`src/mchk_dsi_pkg.sv`:
```
package mchk_dsi_pkg;

  // Register bus geometry
  localparam int ADDR_W = 8;

  // Register byte offsets
  localparam logic [7:0] REG_CONTROL   = 8'h00;
  localparam logic [7:0] REG_MSTATE    = 8'h04;
  localparam logic [7:0] REG_SAVE_ADDR = 8'h08;
  localparam logic [7:0] REG_SAVE_ST   = 8'h0C;
  localparam logic [7:0] REG_BREAKPT   = 8'h10;
  localparam logic [7:0] REG_FAULT_DA  = 8'h14;
  localparam logic [7:0] REG_STATUS    = 8'h18;

  // Reset values
  localparam logic [31:0] CONTROL_RESET = 32'h0000_0000;
  localparam logic [31:0] MSTATE_RESET  = 32'h0000_0000;
  localparam logic [31:0] WORD_RESET    = 32'h0000_0000;

  // Control register fields
  localparam int CTL_MCHK_PIN_EN = 0;
  localparam int CTL_ADDR_PAR_EN = 1;
  localparam int CTL_DATA_PAR_EN = 2;
  localparam int CTL_INT_CHK_EN  = 3;

  // Machine state fields, bit 0 is the least significant
  localparam int MS_VEC  = 25;
  localparam int MS_ILE  = 16;
  localparam int MS_ME   = 12;
  localparam int MS_IP   = 6;
  localparam int MS_RI   = 1;
  localparam int MS_LE   = 0;

  // Power, interrupt, privilege, float, enable, float modes, trace, translation, monitor, recoverable
  localparam logic [31:0] MS_CLEAR_ON_MCHK = 32'h0004_FFB6;

  // Cause indices and their save-state positions
  localparam int NCAUSE  = 11;
  localparam int C_IC    = 0;
  localparam int C_DC    = 1;
  localparam int C_L2TAG = 2;
  localparam int C_TLB   = 3;
  localparam int C_BR    = 4;
  localparam int C_OTH   = 5;
  localparam int C_L2_DATA_PARITY_FLAG  = 6;
  localparam int C_MCP   = 7;
  localparam int C_TEA   = 8;
  localparam int C_DP    = 9;
  localparam int C_AP    = 10;
  localparam int SAVE_POS [NCAUSE] = '{30, 29, 28, 27, 26, 16, 21, 20, 19, 18, 17};
  localparam int SAVE_VEC = 25;

  // Breakpoint register fields
  localparam int BP_RD_EN = 0;
  localparam int BP_WR_EN = 1;
  localparam int BP_QUAD_BIT = 3;

  // Status register fields
  localparam int ST_CHECKSTOP = 0;
  localparam int ST_MT_RUN    = 1;
  localparam int ST_MT_ARMED  = 2;
  localparam int ST_DSI_PF    = 8;
  localparam int ST_DSI_RSV   = 9;
  localparam int ST_DSI_DS    = 10;
  localparam int ST_DSI_BP    = 11;

  // Exception vectors
  localparam logic [31:0] VEC_MCHK_OFFSET = 32'h0000_0200;
  localparam logic [31:0] VEC_BASE_HIGH   = 32'hFFF0_0000;

  // Bus responses
  localparam logic [1:0] RESP_OKAY   = 2'h0;
  localparam logic [1:0] RESP_SLVERR = 2'h2;

  typedef enum logic {MODE_RUN, MODE_CHECKSTOP} run_mode_t;

endpackage

```
`src/machine_check_dsi_logic.sv`:
```
`timescale 1ns/1ps
module machine_check_dsi_logic
  import mchk_dsi_pkg::*;
#(
  parameter int DC_WAYS     = 8,
  parameter int IC_WAYS     = 8,
  parameter int DRT_ENTRIES = 4
)(
  // Clock and reset
  input  wire logic              core_clk,
  input  wire logic              sys_rst,
  // AXI4-Lite register slave
  input  wire logic [ADDR_W-1:0] s_axi_awaddr,
  input  wire logic              s_axi_awvalid,
  output logic                   s_axi_awready,
  input  wire logic [31:0]       s_axi_wdata,
  input  wire logic [3:0]        s_axi_wstrb,
  input  wire logic              s_axi_wvalid,
  output logic                   s_axi_wready,
  output logic [1:0]             s_axi_bresp,
  output logic                   s_axi_bvalid,
  input  wire logic              s_axi_bready,
  input  wire logic [ADDR_W-1:0] s_axi_araddr,
  input  wire logic              s_axi_arvalid,
  output logic                   s_axi_arready,
  output logic [31:0]            s_axi_rdata,
  output logic [1:0]             s_axi_rresp,
  output logic                   s_axi_rvalid,
  input  wire logic              s_axi_rready,
  // Pins from the system, active low
  input  wire logic              mchk_pin_n,
  input  wire logic              transfer_error_ack_n,
  input  wire logic              memtest_request_pin_n,
  // Internal consistency checks
  input  wire logic [DC_WAYS-1:0]     dc_data_tag_hit,
  input  wire logic [DC_WAYS-1:0]     dc_snoop_tag_hit,
  input  wire logic                   dc_reload_valid,
  input  wire logic [DC_WAYS-1:0]     dc_victim_sel,
  input  wire logic [IC_WAYS-1:0]     ic_tag_hit,
  input  wire logic [1:0]             l2_tag_hit,
  input  wire logic [1:0]             dtlb_hit,
  input  wire logic [DRT_ENTRIES-1:0] drt_hit,
  input  wire logic                   l2_data_parity_err,
  input  wire logic                   sysbus_data_parity_err,
  input  wire logic                   sysbus_addr_parity_err,
  // Memory test engine
  input  wire logic              memtest_done,
  input  wire logic              memtest_fail_dc,
  input  wire logic              memtest_fail_ic,
  input  wire logic              memtest_fail_l2,
  input  wire logic              memtest_fail_br,
  input  wire logic              memtest_fail_tlb,
  output logic                   memtest_run,
  // Instruction flow
  input  wire logic [31:0]       instr_ea,
  output logic                   mchk_take,
  output logic                   redirect_valid,
  output logic [31:0]            redirect_addr,
  output logic                   checkstop,
  // Data access checks
  input  wire logic              acc_valid,
  input  wire logic [31:0]       acc_ea,
  input  wire logic              acc_store,
  input  wire logic              acc_quad,
  input  wire logic              acc_reserve,
  input  wire logic              acc_write_through,
  input  wire logic              acc_page_fault,
  input  wire logic              acc_align_fault,
  input  wire logic              direct_store_flag,
  output logic                   dsi_take,
  output logic                   align_take
);

  // Widths the hit checks can serve
  if (DC_WAYS < 2 || DC_WAYS > 32 || IC_WAYS < 2 || IC_WAYS > 32 ||
      DRT_ENTRIES < 2 || DRT_ENTRIES > 32)
  begin : g_bad_width
    $error("machine_check_dsi_logic: way or entry count out of 2..32");
  end

  // More than one bit set
  function automatic logic multi_hit(input logic [31:0] v);
    return (v & (v - 32'h0000_0001)) != 32'h0000_0000;
  endfunction

  // Byte lane merge for register writes
  function automatic logic [31:0] merge(input logic [31:0] old, input logic [31:0] nw,
                                        input logic [3:0] strb);
    logic [31:0] r;
    r = old;
    for (int b = 0; b < 4; b++)
    begin
      if (strb[b])
        r[8*b +: 8] = nw[8*b +: 8];
    end
    return r;
  endfunction

  logic [31:0] control;
  logic [31:0] mstate;
  logic [31:0] save_restore_addr;
  logic [31:0] machine_check_save_state;
  logic [31:0] breakpoint_register;
  logic [31:0] fault_data_addr;
  logic [3:0]  dsi_cause;
  run_mode_t   mode;
  logic        strap_pending;
  logic        memtest_armed;
  logic [2:0]  pin_raw;
  logic [2:0]  pin_lvl;
  logic [2:0]  pin_prev;
  logic [2:0]  pin_s2;
  logic [2:0]  pin_s3;

  // Pins inverted to active high
  assign pin_raw = {~memtest_request_pin_n, ~transfer_error_ack_n, ~mchk_pin_n};

  // Three-stage pin synchronisers; a level counts once stages two and three agree
  for (genvar i = 0; i < 3; i++)
  begin : g_sync
    logic [2:0] chain;
    always_ff @(posedge core_clk)
    begin
      chain <= {chain[1:0], pin_raw[i]};
    end
    assign pin_s2[i] = chain[1];
    assign pin_s3[i] = chain[2];
    always_ff @(posedge core_clk or posedge sys_rst)
    begin
      if (sys_rst)
        pin_lvl[i] <= 1'b0;
      else if (pin_s2[i] == pin_s3[i])
        pin_lvl[i] <= pin_s3[i];
    end
  end

  // Edge memory so a held pin raises one event
  always_ff @(posedge core_clk or posedge sys_rst)
  begin
    if (sys_rst)
      pin_prev <= 3'h0;
    else
      pin_prev <= pin_lvl;
  end

  wire frozen = (mode == MODE_CHECKSTOP);
  wire int_en = control[CTL_INT_CHK_EN];
  wire mt     = memtest_run & ~frozen;

  // Strap caught on the first edge after reset release, then test runs to done
  always_ff @(posedge core_clk or posedge sys_rst)
  begin
    if (sys_rst)
    begin
      strap_pending <= 1'b1;
      memtest_run   <= 1'b0;
      memtest_armed <= 1'b0;
    end
    else if (strap_pending)
    begin
      strap_pending <= 1'b0;
      memtest_run   <= pin_s3[2] & (pin_s2[2] == pin_s3[2]);
      memtest_armed <= pin_s3[2] & (pin_s2[2] == pin_s3[2]);
    end
    else if (memtest_done & ~frozen)
      memtest_run <= 1'b0;
  end

  // Cause collection
  logic [NCAUSE-1:0] cause;
  always_comb
  begin
    cause = '0;
    cause[C_DC]  = multi_hit(32'(dc_data_tag_hit)) | multi_hit(32'(dc_snoop_tag_hit))
                 | (dc_reload_valid & (dc_victim_sel == '0 | multi_hit(32'(dc_victim_sel))))
                 | (mt & memtest_fail_dc);
    cause[C_IC]  = multi_hit(32'(ic_tag_hit)) | (mt & memtest_fail_ic);
    cause[C_L2TAG] = (&l2_tag_hit) | (mt & memtest_fail_l2);
    cause[C_BR]  = mt & memtest_fail_br;
    cause[C_TLB] = (&dtlb_hit) | (mt & memtest_fail_tlb);
    cause[C_OTH] = ((|dc_data_tag_hit) & (|drt_hit)) | multi_hit(32'(drt_hit));
    cause[C_OTH:C_IC] = cause[C_OTH:C_IC] & {6{int_en}};
    cause[C_L2_DATA_PARITY_FLAG] = l2_data_parity_err;
    cause[C_MCP] = pin_lvl[0] & ~pin_prev[0] & control[CTL_MCHK_PIN_EN];
    cause[C_TEA] = pin_lvl[1] & ~pin_prev[1];
    cause[C_DP]  = sysbus_data_parity_err & control[CTL_DATA_PAR_EN];
    cause[C_AP]  = sysbus_addr_parity_err & control[CTL_ADDR_PAR_EN];
  end

  wire any_cause = (|cause) & ~frozen;
  wire take_mc   = any_cause & mstate[MS_ME];

  // Save state image: flags for present causes, all else zero but the vector bit
  logic [31:0] next_save_state;
  always_comb
  begin
    next_save_state = 32'h0000_0000;
    for (int c = 0; c < NCAUSE; c++)
    begin
      next_save_state[SAVE_POS[c]] = cause[c];
    end
    next_save_state[SAVE_VEC] = mstate[MS_VEC];
  end

  // Checkstop: entered on the edge after the cause, left only by reset
  always_ff @(posedge core_clk or posedge sys_rst)
  begin
    if (sys_rst)
      mode <= MODE_RUN;
    else if (any_cause & ~mstate[MS_ME])
      mode <= MODE_CHECKSTOP;
  end

  always_ff @(posedge core_clk or posedge sys_rst)
  begin
    if (sys_rst)
      checkstop <= 1'b0;
    else if (any_cause & ~mstate[MS_ME])
      checkstop <= 1'b1;
  end

  // Bus write path
  logic              aw_held;
  logic              w_held;
  logic [ADDR_W-1:0] waddr;
  logic [31:0]       wdata;
  logic [3:0]        wstrb;
  wire aw_hs  = s_axi_awvalid & s_axi_awready;
  wire w_hs   = s_axi_wvalid & s_axi_wready;
  wire wr_do  = aw_held & w_held & ~s_axi_bvalid;
  wire wr_ok  = wr_do & ~frozen;

  function automatic logic mapped(input logic [ADDR_W-1:0] a);
    return a == REG_CONTROL || a == REG_MSTATE || a == REG_SAVE_ADDR || a == REG_SAVE_ST
        || a == REG_BREAKPT || a == REG_FAULT_DA || a == REG_STATUS;
  endfunction

  // Address and data taken in either order; response after both
  always_ff @(posedge core_clk or posedge sys_rst)
  begin
    if (sys_rst)
    begin
      s_axi_awready <= 1'b0;
      s_axi_wready  <= 1'b0;
      s_axi_bvalid  <= 1'b0;
      s_axi_bresp   <= RESP_OKAY;
      aw_held       <= 1'b0;
      w_held        <= 1'b0;
      waddr         <= '0;
      wdata         <= WORD_RESET;
      wstrb         <= 4'h0;
    end
    else
    begin
      s_axi_awready <= ~aw_held & ~aw_hs & ~s_axi_bvalid & ~wr_do;
      s_axi_wready  <= ~w_held & ~w_hs & ~s_axi_bvalid & ~wr_do;
      if (aw_hs)
      begin
        aw_held <= 1'b1;
        waddr   <= s_axi_awaddr;
      end
      if (w_hs)
      begin
        w_held <= 1'b1;
        wdata  <= s_axi_wdata;
        wstrb  <= s_axi_wstrb;
      end
      if (wr_do)
      begin
        aw_held      <= 1'b0;
        w_held       <= 1'b0;
        s_axi_bvalid <= 1'b1;
        s_axi_bresp  <= mapped(waddr) ? RESP_OKAY : RESP_SLVERR;
      end
      else if (s_axi_bvalid & s_axi_bready)
        s_axi_bvalid <= 1'b0;
    end
  end

  wire wr_ctl  = wr_ok & (waddr == REG_CONTROL);
  wire wr_ms   = wr_ok & (waddr == REG_MSTATE);
  wire wr_sa   = wr_ok & (waddr == REG_SAVE_ADDR);
  wire wr_ss   = wr_ok & (waddr == REG_SAVE_ST);
  wire wr_bp   = wr_ok & (waddr == REG_BREAKPT);
  wire wr_fda  = wr_ok & (waddr == REG_FAULT_DA);

  // Software controls; frozen in checkstop like the other software-written registers
  always_ff @(posedge core_clk or posedge sys_rst)
  begin
    if (sys_rst)
    begin
      control             <= CONTROL_RESET;
      breakpoint_register <= WORD_RESET;
    end
    else
    begin
      if (wr_ctl)
        control <= merge(control, wdata, wstrb);
      if (wr_bp)
        breakpoint_register <= merge(breakpoint_register, wdata, wstrb);
    end
  end

  // Machine state; the exception update wins over a software write
  always_ff @(posedge core_clk or posedge sys_rst)
  begin
    if (sys_rst)
      mstate <= MSTATE_RESET;
    else if (take_mc)
    begin
      mstate        <= mstate & ~MS_CLEAR_ON_MCHK;
      mstate[MS_LE] <= mstate[MS_ILE];
    end
    else if (wr_ms)
      mstate <= merge(mstate, wdata, wstrb);
  end

  // Save registers loaded on exception entry
  always_ff @(posedge core_clk or posedge sys_rst)
  begin
    if (sys_rst)
    begin
      save_restore_addr        <= WORD_RESET;
      machine_check_save_state <= WORD_RESET;
    end
    else if (take_mc)
    begin
      save_restore_addr        <= instr_ea;
      machine_check_save_state <= next_save_state;
    end
    else
    begin
      if (wr_sa)
        save_restore_addr <= merge(save_restore_addr, wdata, wstrb);
      if (wr_ss)
        machine_check_save_state <= merge(machine_check_save_state, wdata, wstrb);
    end
  end

  // Handler redirect, one cycle after the cause
  always_ff @(posedge core_clk or posedge sys_rst)
  begin
    if (sys_rst)
    begin
      mchk_take      <= 1'b0;
      redirect_valid <= 1'b0;
      redirect_addr  <= WORD_RESET;
    end
    else
    begin
      mchk_take      <= take_mc;
      redirect_valid <= take_mc;
      if (take_mc)
        redirect_addr <= (mstate[MS_IP] ? VEC_BASE_HIGH : WORD_RESET) | VEC_MCHK_OFFSET;
    end
  end

  // Data access checks; quad-word accesses drop the lowest compared address bit
  logic [31:0] bp_mask;
  logic        bp_hit;
  logic        ds_hit;
  logic        rsv_hit;
  logic        pf_hit;
  always_comb
  begin
    bp_mask = 32'hFFFF_FFF8;
    if (acc_quad)
      bp_mask[BP_QUAD_BIT] = 1'b0;
    bp_hit  = ((acc_ea & bp_mask) == (breakpoint_register & bp_mask))
            & (acc_store ? breakpoint_register[BP_WR_EN] : breakpoint_register[BP_RD_EN]);
    ds_hit  = direct_store_flag;
    rsv_hit = acc_reserve & acc_write_through;
    pf_hit  = acc_page_fault;
  end

  wire dsi_now = acc_valid & ~frozen & (bp_hit | ds_hit | rsv_hit | pf_hit);

  always_ff @(posedge core_clk or posedge sys_rst)
  begin
    if (sys_rst)
    begin
      dsi_take        <= 1'b0;
      align_take      <= 1'b0;
      dsi_cause       <= 4'h0;
      fault_data_addr <= WORD_RESET;
    end
    else
    begin
      dsi_take   <= dsi_now;
      align_take <= acc_valid & ~frozen & acc_align_fault & ~dsi_now;
      if (dsi_now)
      begin
        dsi_cause       <= {bp_hit, ds_hit, rsv_hit, pf_hit};
        fault_data_addr <= acc_quad ? {acc_ea[31:4], 4'h0} : acc_ea;
      end
      else if (wr_fda)
        fault_data_addr <= merge(fault_data_addr, wdata, wstrb);
    end
  end

  // Status word shows live block state
  logic [31:0] status;
  always_comb
  begin
    status = 32'h0000_0000;
    status[ST_CHECKSTOP] = frozen;
    status[ST_MT_RUN]    = memtest_run;
    status[ST_MT_ARMED]  = memtest_armed;
    status[ST_DSI_PF]    = dsi_cause[0];
    status[ST_DSI_RSV]   = dsi_cause[1];
    status[ST_DSI_DS]    = dsi_cause[2];
    status[ST_DSI_BP]    = dsi_cause[3];
  end

  logic [31:0] rd_word;
  always_comb
  begin
    case (s_axi_araddr)
      REG_CONTROL:   rd_word = control;
      REG_MSTATE:    rd_word = mstate;
      REG_SAVE_ADDR: rd_word = save_restore_addr;
      REG_SAVE_ST:   rd_word = machine_check_save_state;
      REG_BREAKPT:   rd_word = breakpoint_register;
      REG_FAULT_DA:  rd_word = fault_data_addr;
      REG_STATUS:    rd_word = status;
      default:       rd_word = WORD_RESET;
    endcase
  end

  // Read channel; reads still answer in checkstop so software can inspect
  always_ff @(posedge core_clk or posedge sys_rst)
  begin
    if (sys_rst)
    begin
      s_axi_arready <= 1'b0;
      s_axi_rvalid  <= 1'b0;
      s_axi_rdata   <= WORD_RESET;
      s_axi_rresp   <= RESP_OKAY;
    end
    else if (s_axi_arvalid & s_axi_arready)
    begin
      s_axi_arready <= 1'b0;
      s_axi_rvalid  <= 1'b1;
      s_axi_rdata   <= rd_word;
      s_axi_rresp   <= mapped(s_axi_araddr) ? RESP_OKAY : RESP_SLVERR;
    end
    else if (s_axi_rvalid & s_axi_rready)
      s_axi_rvalid <= 1'b0;
    else
      s_axi_arready <= ~s_axi_rvalid;
  end

endmodule

```
`config.mk`:
```
export PLATFORM = sky130hd
export DESIGN_NAME = machine_check_dsi_logic
export DESIGN_NICKNAME = d
export VERILOG_FILES = /design/src/mchk_dsi_pkg.sv /design/src/machine_check_dsi_logic.sv
export SDC_FILE = /design/constraint.sdc
export NUM_CORES = 1
export LEC_CHECK = 0
export ABC_AREA = 0
export BUFFER_PORTS_ARGS = -buffer_cell sky130_fd_sc_hd__buf_4
export CAP_MARGIN = 10
export CELL_PAD_IN_SITES_DETAIL_PLACEMENT = 1
export CELL_PAD_IN_SITES_GLOBAL_PLACEMENT = 2
export CORE_ASPECT_RATIO = 1.4
export CORE_MARGIN = 2
export CORE_UTILIZATION = 25
export DETAILED_ROUTE_END_ITERATION = 7
export GPL_TIMING_DRIVEN = 0
export PLACE_DENSITY = 0.54
export SLEW_MARGIN = 25
export SYNTH_ARGS = -nofsm -noshare
export SYNTH_HDL_FRONTEND = slang
export SYNTH_SLANG_ARGS = --single-unit
```
`constraint.sdc`:
```
create_clock -name core_clk -period 15.5 [get_ports core_clk]
set_input_delay 0.775 -clock core_clk [delete_from_list [all_inputs] [get_ports core_clk]]
set_output_delay 0.775 -clock core_clk [all_outputs]
set_load 0.005 [all_outputs]
```
* Yosys cells after proc, flatten, opt, wreduce, memory -nomap -nowiden
Cells that the tools add are included.
Storage, ports and cells: input bits 184, register bits 335, word-level logic and storage cells 256
Cells by class: muxes and demuxes 33, equal/unequal tests 17, add/sub/neg operators 5, bitwise logic cells 79, reductions and logical operators 68
Operators with widths (count):
- 2-to-1 mux 32 bit | 7
- one-hot mux 32 bit (7 select lines) | 1
- nonzero test 32 bit | 5
- AND 8 x 32 -> 32 bit | 4
- AND 32 bit | 2
- AND reduction 2 bit | 25
- == test 8 x 5 -> 1 bit, second input constant | 6
- AND 1 bit | 44
- 2-to-1 mux 8 bit | 5
- 2-to-1 mux 19 bit | 2
- subtractor 8 x 1 -> 9 bit, second input constant | 4
- nonzero test 2 bit | 17
- AND 4 x 32 -> 32 bit | 1
- == test 32 bit | 1
- == test 8 x 4 -> 1 bit, second input constant | 4
- logical NOT 8 bit | 3
- == test 8 x 3 -> 1 bit, second input constant | 2
- NOT 1 bit | 16
- 2-to-1 mux 1 bit | 14
- logical OR 1 bit | 12
- OR 1 bit | 11
- OR reduction 11 bit | 1
- AND reduction 3 bit | 3
- OR reduction 8 bit | 1
- other kinds (8) | 11

* Depth between registers and ports, before layout
Gate-level depths: netlist (run 1).
depth in word-level cells 13, depth in mapped cells 10, depth with buffers taken out 6

* Worst setup path after synthesis (run 1)
OpenSTA, ideal clock, no wires.
path type input -> register, from in ic_tag_hit[0], to reg save_restore_addr[0], setup slack 12.479 ns, arrival 2.896 ns, cell stages on the path 9, path buffers 3, library setup time 0.125 ns, cell sequence or3_1 maj3_2 o31a_1 o31a_1 buf_2 or2_1 buf_4 buf_6 mux2_2
Between the ends: cells in the longest elaborated chain, start to end 10, elaborated cells on any way between the ends 12, classes of those cells add/sub (1); mux (1); bitwise (5); reduce/logical (5)
RTL lines:
- start: declaration | line machine_check_dsi_logic.sv:39 | input wire logic [IC_WAYS-1:0] ic_tag_hit,
- subtractor 8 x 1 -> 9 bit | line machine_check_dsi_logic.sv:83 | return (v & (v - 32'h0000_0001)) != 32'h0000_0000;
- AND 8 x 32 -> 32 bit * | line machine_check_dsi_logic.sv:83
- nonzero test 32 bit * | line machine_check_dsi_logic.sv:83
- OR 1 bit * | line machine_check_dsi_logic.sv:177 | cause[C_IC] = multi_hit(32'(ic_tag_hit)) | (mt & memtest_fail_ic);
- AND 6 bit * | line machine_check_dsi_logic.sv:182 | cause[C_OTH:C_IC] = cause[C_OTH:C_IC] & {6{int_en}};
- OR reduction 11 bit * | line machine_check_dsi_logic.sv:190 | wire any_cause = (|cause) & ~frozen;
- AND 1 bit * | line machine_check_dsi_logic.sv:190
- AND 1 bit * | line machine_check_dsi_logic.sv:191 | wire take_mc = any_cause & mstate[MS_ME];
- nonzero test 2 bit (no line)
- AND reduction 2 bit (no line)
- end signal: assignment | line machine_check_dsi_logic.sv:328 | save_restore_addr <= instr_ea;
- end signal: assignment | line machine_check_dsi_logic.sv:334 | save_restore_addr <= merge(save_restore_addr, wdata, wstrb);
- end: declaration | line machine_check_dsi_logic.sv:101 | logic [31:0] save_restore_addr;
Every way passes the cells marked *; elsewhere a longest branch is shown, timed or not. A chain may end at the register's enable or synchronous reset.

* Worst setup path in the final report (run 1)
from in s_axi_araddr[5], to reg s_axi_rdata[16]
Between the ends: cells in the longest elaborated chain, start to end 2, elaborated cells on any way between the ends 8, classes of those cells eq/ne (6); mux (1); reduce/logical (1)
RTL lines:
- start: declaration | line machine_check_dsi_logic.sv:23 | input wire logic [ADDR_W-1:0] s_axi_araddr,
- == test 8 x 5 -> 1 bit (tied with other cells) | line machine_check_dsi_logic.sv:418 | case (s_axi_araddr)
- one-hot mux 32 bit (7 select lines) * | line machine_check_dsi_logic.sv:418
- end signal: assignment | line machine_check_dsi_logic.sv:444 | s_axi_rdata <= rd_word;
- end: declaration | line machine_check_dsi_logic.sv:26 | output logic [31:0] s_axi_rdata,
Marks and branches as above.

==> impl_metrics.json, run 1 <==
{
  "grt_pass1_vias": 12254,
  "first_iter_violations": 442,
  "tritoncts": "done",
  "synth.largest_area_cell": "dfrtp_1",
  "fp.dieH_um": 292,
  "numPortBuffers": 240,
  "fin_nets": 1701,
  "worstPathRequired_ps": 15980,
  "htreeDepth": 2,
  "syn-cell-area_mm2": 0.0148,
  "period_share_pct": 24.9,
  "power.share.switching_pct": 29.7,
  "core_area_mm2": 0.0586,
  "wire_per_inst_um": 26.1,
  "gp_congestion": 0.771,
  "seq_area_frac_synth_pct": 50.9,
  "viasPerCell": 4.81,
  "min_path_type": "in -> async",
  "hpwl_mm": 44.0,
  "drv_slew": 0,
  "cts_buffer_depth": 3,
  "track_usage_pct": 19.7,
  "drc": 0,
  "crit_type": "in -> reg",
  "status": "finished clean",
  "synth_edf_count": 0,
  "regArea_mm2": 0.00754,
  "wirelength_mm": 59.9,
  "setup_viol": 0,
  "fillers": 6428,
  "clock.fmax_ghz": 0.259,
  "cts_resized": 0,
  "drv_cap": 0,
  "ys_ff_latch": 303,
  "antenna_found_initial": 2,
  "cts_hold_buf": 0,
  "cts-root-buf": "clkbuf_16",
  "synthTopCellsByArea": "dfrtp_1 (49%), mux2_2 (21%), mux2i_1 (4.7%)",
  "path_cells": "buf_4, nor3_1, nand2_1, nor3_1, and2_1, clkbuf_1, clkbuf_1, a221oi_1, o21ai_0",
  "grt_max_degree": 84,
  "fin_tns_setup_ps": 0,
  "globalRouteOverflowTotal": 0,
  "slowest_delay_ps": 860,
  "p_clk_share_pct": 40.0,
  "post_cts_buffers": 0,
  "insertion_delay_ps": 560,
  "layout-area-overhead-vs-synth_pct": 27.9,
  "combPwrFrac_pct": 13.4,
  "ys.flop_type": "dfrtp_1",
  "multi_input_area_mm2": 0.00679,
  "start_util_pct": 25.3,
  "synthArstFlopShare_pct": 97.0,
  "fin_crit_ps": 3860,
  "cts.sinks": 303,
  "synthCells": 1212,
  "first_pass_iters": 5,
  "synth_top_area_share_pct": 49.5,
  "die_x_um": 210,
  "syn_area_per_cell_um2": 12.2,
  "p_per_area_mw_per_mm2": 113,
  "critPathBufInv": 3,
  "critPathLaunchType": "input port",
  "grt_pass1_wl_mm": 86.9,
  "yosysWarnings": 0,
  "rrSetupSlack_ps": 11670,
  "crit_path_end_kind": "flip-flop",
  "slew_headroom_pct": 27.4,
  "peakVddDrop_uv": 66.0,
  "clkTransAtPathRegs_ps": 50,
  "finClkSkew_ps": 30.7,
  "ant_nets": 0,
  "tightest_slew_ps": 1090,
  "worst_path_dominant_cell_family": "simple AND/OR/NAND/NOR gates",
  "leakagePower_nw": 8.77,
  "power_mw": 2.15,
  "die-area_mm2": 0.0612,
  "hold_viol": 0,
  "p_switching_mw": 0.638,
  "worst_ep_arrival_time_ps": 4340,
  "crit_fanout": 10,
  "numCtsBuffers": 37,
  "rows": 105,
  "vias": 11024,
  "drive_gt1_share_pct": 43.0,
  "p_int_mw": 1.51,
  "top_level_ports": 263,
  "ys_types": 70,
  "slowest_stage": "clkbuf_1",
  "rsz0062_at_grt": "false",
  "p_seq_share_pct": 46.6
}
## cells by family after synthesis
group | count (synthesis) | share of synthesized area, %
mux | 354 | 26.6
flops | 303 | 50.9
simple gates | 234 | 8.46
compound gates | 176 | 8.01
buf+inv | 109 | 3.94
xor+xnor | 30 | 1.77
fa+ha+maj | 5 | 0.346
other cells | 1 | 0.0253
## area by class of cell
class	instances	area share, %
flip-flops and latches	303	39.8
multi-input cells	821	35.9
repair buffers	245	10.0
clock buffers	59	6.02
well taps	749	4.95
plain buffers	96	2.87
inverters	13	0.297
clock inverters	4	0.139
diodes	2	0.0264
## sequential cells by signal (all words and copies together) (netlist names), 2 cells and up
register and count:
control 32, g_sync.chain 9, save_restore_addr 32, wdata 32, redirect_addr 2, machine_check_save_state 32
fault_data_addr 32, wstrb 4, breakpoint_register 32, waddr 8, s_axi_rdata 32, dsi_cause 4
pin_lvl 2, pin_prev 2, mstate 32
## cell usage in the layout, fill, tap and decap left out, types with 9 or more instances in the layout
| master | n |
|---|---|
| mux2_2 | 280 |
| xor2_1 | 11 |
| clkbuf_8 | 9 |
| nand2_1 | 95 |
| nand3_1 | 19 |
| xnor2_1 | 19 |
| and3_1 | 12 |
| o2bb2ai_1 | 16 |
| a21oi_1 | 29 |
| mux2i_1 | 69 |
| buf_4 | 276 |
| conb_1 | 22 |
| clkbuf_1 | 44 |
| inv_1 | 12 |
| nor2_1 | 30 |
| buf_2 | 16 |
| dfxtp_1 | 9 |
| dfrtp_1 | 293 |
| clkbuf_16 | 39 |
| o21ai_0 | 59 |
| a221oi_1 | 25 |
## synth_stat cells (12+ instances only)
| cell | count |
|---|---|
| a21oi_1 | 29 |
| o21ai_0 | 59 |
| nor2_1 | 30 |
| mux2i_1 | 69 |
| inv_1 | 13 |
| a221oi_1 | 25 |
| nand3_1 | 19 |
| mux2_2 | 280 |
| and3_1 | 12 |
| clkbuf_1 | 35 |
| dfrtp_1 | 293 |
| o2bb2ai_1 | 16 |
| nand2_1 | 95 |
| buf_4 | 35 |
| xnor2_1 | 19 |
## power groups by stage
stage               registers [mW]  logic, mW  clock network (mW)
finish                        1.00      0.289               0.859
global placement              1.01      0.287                   0
global route                  1.02      0.316               0.919
CTS                           1.00      0.296               0.888
floorplan                    0.947      0.169                   0
detailed placement            1.02      0.295                   0
## final timing paths
path / startpoint / end / depth (start not counted)
min in group core_clk: g_sync[1].chain[0] / g_sync[1].chain[1] / 0
worst min-delay path: sys_rst / wdata[20] / 2
worst max-delay path: s_axi_araddr[5] / s_axi_rdata[16] / 9
worst min register to register: g_sync[1].chain[0] / g_sync[1].chain[1] / 0
worst max register to register: breakpoint_register[9] / fault_data_addr[27] / 8
max in group asynchronous: sys_rst / s_axi_awready / 3
## metal layers
metal / GRT usage [%] / share of wire, % / vias to the layer above
li1: - / - / 4974
met1: 23.0 / 40 / 5751
met2: 37.6 / 54 / 241
met3: 2.65 / 3.3 / 58
met4: 4.96 / 2.1 / 0
met5: 0 / 0 / -
## metrics by stage
stage	instances	cell area [um^2]	utilization [%]	setup WS (ps)	hold slack (ps)
after floorplan	1233	14900	-	6610	310
after global routing	2292	18900	32.3	11430	311
after global placement	2222	17600	30.1	2090	314
final	2292	18900	32.3	11640	284
after CTS	2290	18900	32.3	11440	302
after detailed placement	2227	17800	30.3	10840	314
Note: power is estimated with default switching activity, not from simulation.
==> inputs of run 2 (changes only) <==
==> constraint.sdc (replaced) <==
create_clock -name core_clk -period 3.6 [get_ports core_clk]
set_input_delay 0.18 -clock core_clk [delete_from_list [all_inputs] [get_ports core_clk]]
set_output_delay 0.18 -clock core_clk [all_outputs]
set_load 0.005 [all_outputs]
==> impl_metrics.json, run 2 (synthesis results as in run 1) <==
{
  "status": "finished clean",
  "rsz0062_at_grt": "false",
  "ant_nets": 0,
  "fillers": 6400,
  "worstPathRequired_ps": 4030,
  "numPortBuffers": 240,
  "wirelength_mm": 61.0,
  "hold_viol": 0,
  "htreeDepth": 2,
  "first_iter_violations": 492,
  "drive_gt1_share_pct": 40.4,
  "period_share_pct": 97.2,
  "reg2reg_from": "breakpoint_register[31]",
  "start_util_pct": 25.3,
  "vias": 11540,
  "placed_area_mm2": 0.0180,
  "min_path_type": "in -> reg",
  "cts_buffer_depth": 3,
  "insertion_delay_ps": 560,
  "crit_fanout": 10,
  "critPathLaunchType": "flip-flop",
  "clkTransAtPathRegs_ps": 60,
  "worst_ep_arrival_time_ps": 3930,
  "crit_path_end_kind": "flip-flop",
  "mostFrequentLayoutCells": "dfrtp_1 (293), mux2_2 (280), buf_4 (276)",
  "cts.sinks": 303,
  "top_level_ports": 263,
  "drv_slew": 0,
  "grt_max_degree": 30,
  "startpoint": "breakpoint_register[31]",
  "rows": 105,
  "crit_type": "reg -> reg",
  "worstHoldStart": "acc_quad",
  "leakagePower_nw": 9.41,
  "design_area_mm2": 0.0205,
  "setup_viol": 0,
  "die-area_mm2": 0.0612,
  "p_per_area_mw_per_mm2": 466,
  "globalRouteOverflowTotal": 0,
  "grt_pass1_wl_mm": 89.0,
  "first_pass_iters": 5,
  "numPlacedInstances": 2236,
  "hold_ws_ps": 27.2,
  "peakVddDrop_uv": 341,
  "layout_commonest_cell": "dfrtp_1",
  "tightest_slew_ps": 1020,
  "fin_cells": 2427,
  "gp_congestion": 0.786,
  "layout-area-overhead-vs-synth_pct": 38.1,
  "core_area_mm2": 0.0586,
  "drv_cap": 0,
  "numCtsBuffers": 37,
  "fin_crit_ps": 3500,
  "tritoncts": "done",
  "slew_headroom_pct": 31.8,
  "hpwl_mm": 44.9,
  "wire_per_inst_um": 25.1,
  "track_usage_pct": 20.1,
  "fp.dieH_um": 292,
  "grt_pass1_vias": 12802,
  "clock.fmax_ghz": 0.286,
  "fin_nets": 1833,
  "viasPerCell": 4.75,
  "finClkSkew_ps": 19.7,
  "cts-root-buf": "clkbuf_16",
  "antenna_found_initial": 1,
  "drc": 0,
  "die_x_um": 210
}
==> run 2: power breakdown <==
part	switching (mW)	leakage, nW	internal, mW	total [mW]
Clock	1.54	0.596	2.30	3.84
Combinational	0.665	4.88	0.719	1.38
Sequential	0.580	3.93	3.73	4.31
Total	2.78	9.41	6.75	9.53
==> run 2: repair_timing <==
item,CTS,global route
pin swaps,0,1
endpoints found under the hold margin,176,0
buffers inserted,0,1
hold buffers,125,0
setup endpoints to repair,30,10
resized for setup,4,0
==> run 2: final timing paths <==
| kind | to | slack, ps | depth (start not counted) |
|---|---|---|---|
| setup reg to reg | fault_data_addr[8] | 100 | 8 |
| setup / recovery | fault_data_addr[8] | 100 | 8 |
| min in group asynchronous | dsi_take | 200 | 3 |
| hold / removal | fault_data_addr[3] | 30 | 3 |
| max in group asynchronous | strap_pending | 2200 | 7 |
| hold reg to reg | g_sync[0].chain[1] | 320 | 0 |
==> run 2: final cells by class <==
type	count	area [um^2]	share of cell area, %
inverters	13	52.6	0.257
multi-input cells	821	6810	33.3
repair buffers	380	3360	16.4
plain buffers	93	536	2.62
clock inverters	5	78.8	0.385
diodes	1	2.50	0.0122
well taps	749	937	4.58
clock buffers	62	1140	5.58
flip-flops and latches	303	7540	36.9
==> run 2: through the flow <==
step           setup WS [ps]  setup TNS [ps]  utilization, %  power [mW]
6_report                 102               0            34.9        9.53
5_1_grt                 71.5               0            34.9        9.98
2_1_floorplan           -482         -141320               -        4.81
3_3_place_gp           -2890         -861490            30.1        5.61
3_5_place_dp            -448          -11320            30.6        5.67
4_1_cts                 14.4               0            34.9        9.70
==> run 2: worst max-delay path: stages (launching register included) <==
cell      delay, ps
dfrtp_1         400
xnor2_1         450
nand4_1         310
nor4_2          390
nand4_1         320
a21o_1          260
clkbuf_2        360
clkbuf_2        460
mux2_2          380
==> run 2: routing by layer <==
metal  vias to the layer above  share of wire, %  GRT usage [%]
met3                        69               2.8           2.26
met1                      5994                41           24.1
met4                         0               2.7           5.79
li1                       5249                 -              -
met5                         -                 0              0
met2                       228                53           37.4
==> inputs of run 3 (changes only) <==
--- a/config.mk
+++ b/config.mk
@@ -11,7 +11,7 @@
 export CELL_PAD_IN_SITES_DETAIL_PLACEMENT = 1
 export CELL_PAD_IN_SITES_GLOBAL_PLACEMENT = 2
 export CORE_ASPECT_RATIO = 1.4
-export CORE_MARGIN = 2
+export CORE_MARGIN = 4
 export CORE_UTILIZATION = 25
 export DETAILED_ROUTE_END_ITERATION = 7
 export GPL_TIMING_DRIVEN = 0
==> impl_metrics.json, run 3 (synthesis results as in run 1) <==
{
  "power_mw": 9.28,
  "track_usage_pct": 19.3,
  "reg2reg_from": "breakpoint_register[31]",
  "setup_viol": 0,
  "hold_ws_ps": 45.4,
  "rrSetupSlack_ps": 110,
  "grt_max_degree": 30,
  "rows": 105,
  "worst_path_dominant_cell_family": "simple AND/OR/NAND/NOR gates",
  "start_util_pct": 25.3,
  "insertion_delay_ps": 550,
  "grt_pass1_wl_mm": 88.4,
  "place_ws_ps": -389,
  "period_share_pct": 96.8,
  "leakagePower_nw": 9.37,
  "worst_slack_ps": 113,
  "gp_congestion": 0.777,
  "htreeDepth": 2,
  "cts.sinks": 303,
  "core_area_mm2": 0.0586,
  "hpwl_mm": 45.4,
  "status": "finished clean",
  "antenna_found_initial": 0,
  "peakVddDrop_uv": 242,
  "regArea_mm2": 0.00754,
  "vias": 11520,
  "cp.depth": 8,
  "drc": 0,
  "placed_area_mm2": 0.0180,
  "fin_crit_ps": 3490,
  "slew_headroom_pct": 32.5,
  "critPathBufInv": 2,
  "slowest_stage": "xnor2_1",
  "path_cells": "xnor2_1, nand4_1, nor4_2, nand4_1, a21o_1, clkbuf_2, clkbuf_2, mux2_2",
  "numPortBuffers": 240,
  "cts-root-buf": "clkbuf_16",
  "globalRouteOverflowTotal": 0,
  "numCtsBuffers": 36,
  "crit_path_end": "fault_data_addr[13]",
  "mostFrequentLayoutCells": "dfrtp_1 (293), mux2_2 (280), buf_4 (276)",
  "drive_gt1_share_pct": 40.3,
  "clkTransAtPathRegs_ps": 60,
  "crit_path_end_kind": "flip-flop",
  "finClkSkew_ps": 16.4,
  "drv_cap": 0,
  "rsz0062_at_grt": "false",
  "clock.fmax_ghz": 0.287,
  "multi_input_area_mm2": 0.00681,
  "critPathLaunchType": "flip-flop",
  "fp.dieH_um": 296,
  "grt_pass1_vias": 12714,
  "first_pass_iters": 5,
  "crit_fanout": 10,
  "rr_endpoint": "fault_data_addr[13]",
  "p_per_area_mw_per_mm2": 456,
  "r2r_cells": 8,
  "drv_slew": 0,
  "layout_commonest_cell": "dfrtp_1",
  "fin_nets": 1834,
  "fillers": 6355,
  "die-area_mm2": 0.0633,
  "cts_buffer_depth": 3,
  "top_level_ports": 263,
  "tritoncts": "done",
  "tightest_slew_ps": 1000,
  "fin_tns_setup_ps": 0,
  "wire_per_inst_um": 25.3,
  "viasPerCell": 4.75,
  "first_iter_violations": 492,
  "wirelength_mm": 61.4,
  "worstPathRequired_ps": 4030,
  "hold_viol": 0,
  "layout-area-overhead-vs-synth_pct": 37.5,
  "crit_type": "reg -> reg",
  "design_area_mm2": 0.0204,
  "min_path_type": "in -> reg",
  "ant_nets": 0,
  "startpoint": "breakpoint_register[31]",
  "worst_ep_arrival_time_ps": 3910,
  "die_x_um": 214,
  "slowest_delay_ps": 450
}
==> run 3: how the worst min path moves through the flow <==
stage / startpoint / to / slack [ps] / cells past startpoint
floorplan: mchk_pin_n / g_sync[0].chain[0] / 240 / 1
global placement: g_sync[2].chain[0] / g_sync[2].chain[1] / 310 / 0
detailed placement: sys_rst / dsi_take / 230 / 3
CTS: acc_ea[0] / fault_data_addr[0] / 30 / 3
global route: acc_reserve / align_take / 40 / 3
finish: acc_reserve / align_take / 50 / 3
==> run 3: metal layers <==
metal	share of wire, %	vias up	track usage (%)
li1	-	5245	-
met1	40	5944	23.2
met2	53	253	35.8
met3	3.0	78	2.30
met4	3.3	0	6.03
met5	0	-	0
==> run 3: layout make-up <==
cell class                      instances  share of cell area [%]
Sequential cell                       303                    37.0
Multi-Input combinational cell        821                    33.4
Timing Repair Buffer                  382                    16.6
Clock buffer                           54                    5.15
Tap cell                              749                    4.60
Buffer                                 93                    2.63
Clock inverter                          7                   0.307
Inverter                               13                   0.258
Antenna cell                            1                  0.0123
==> run 3: power by group <==
group	internal (mW)	total, mW	switching (mW)	leakage (nW)
clock network	2.08	3.59	1.51	0.546
logic	0.722	1.38	0.660	4.89
registers	3.73	4.31	0.575	3.93
total	6.53	9.28	2.75	9.37
==> run 3: worst min-delay path, stage by stage <==
cell and delay (ps):
buf_4 80, a211oi_1 110, and4_1 180
==> run 3: per-stage QoR <==
step	utilization (%)	std cells
2_1_floorplan	-	1233
3_3_place_gp	30.1	2222
3_5_place_dp	30.7	2237
4_1_cts	34.8	2424
5_1_grt	34.8	2422
6_report	34.8	2423
==> run 3: what timing repair did <==
item,CTS,global route
setup endpoints to repair,30,16
endpoints found under the hold margin,218,0
hold buffers,127,0
resized for setup,3,0
buffers inserted,0,0
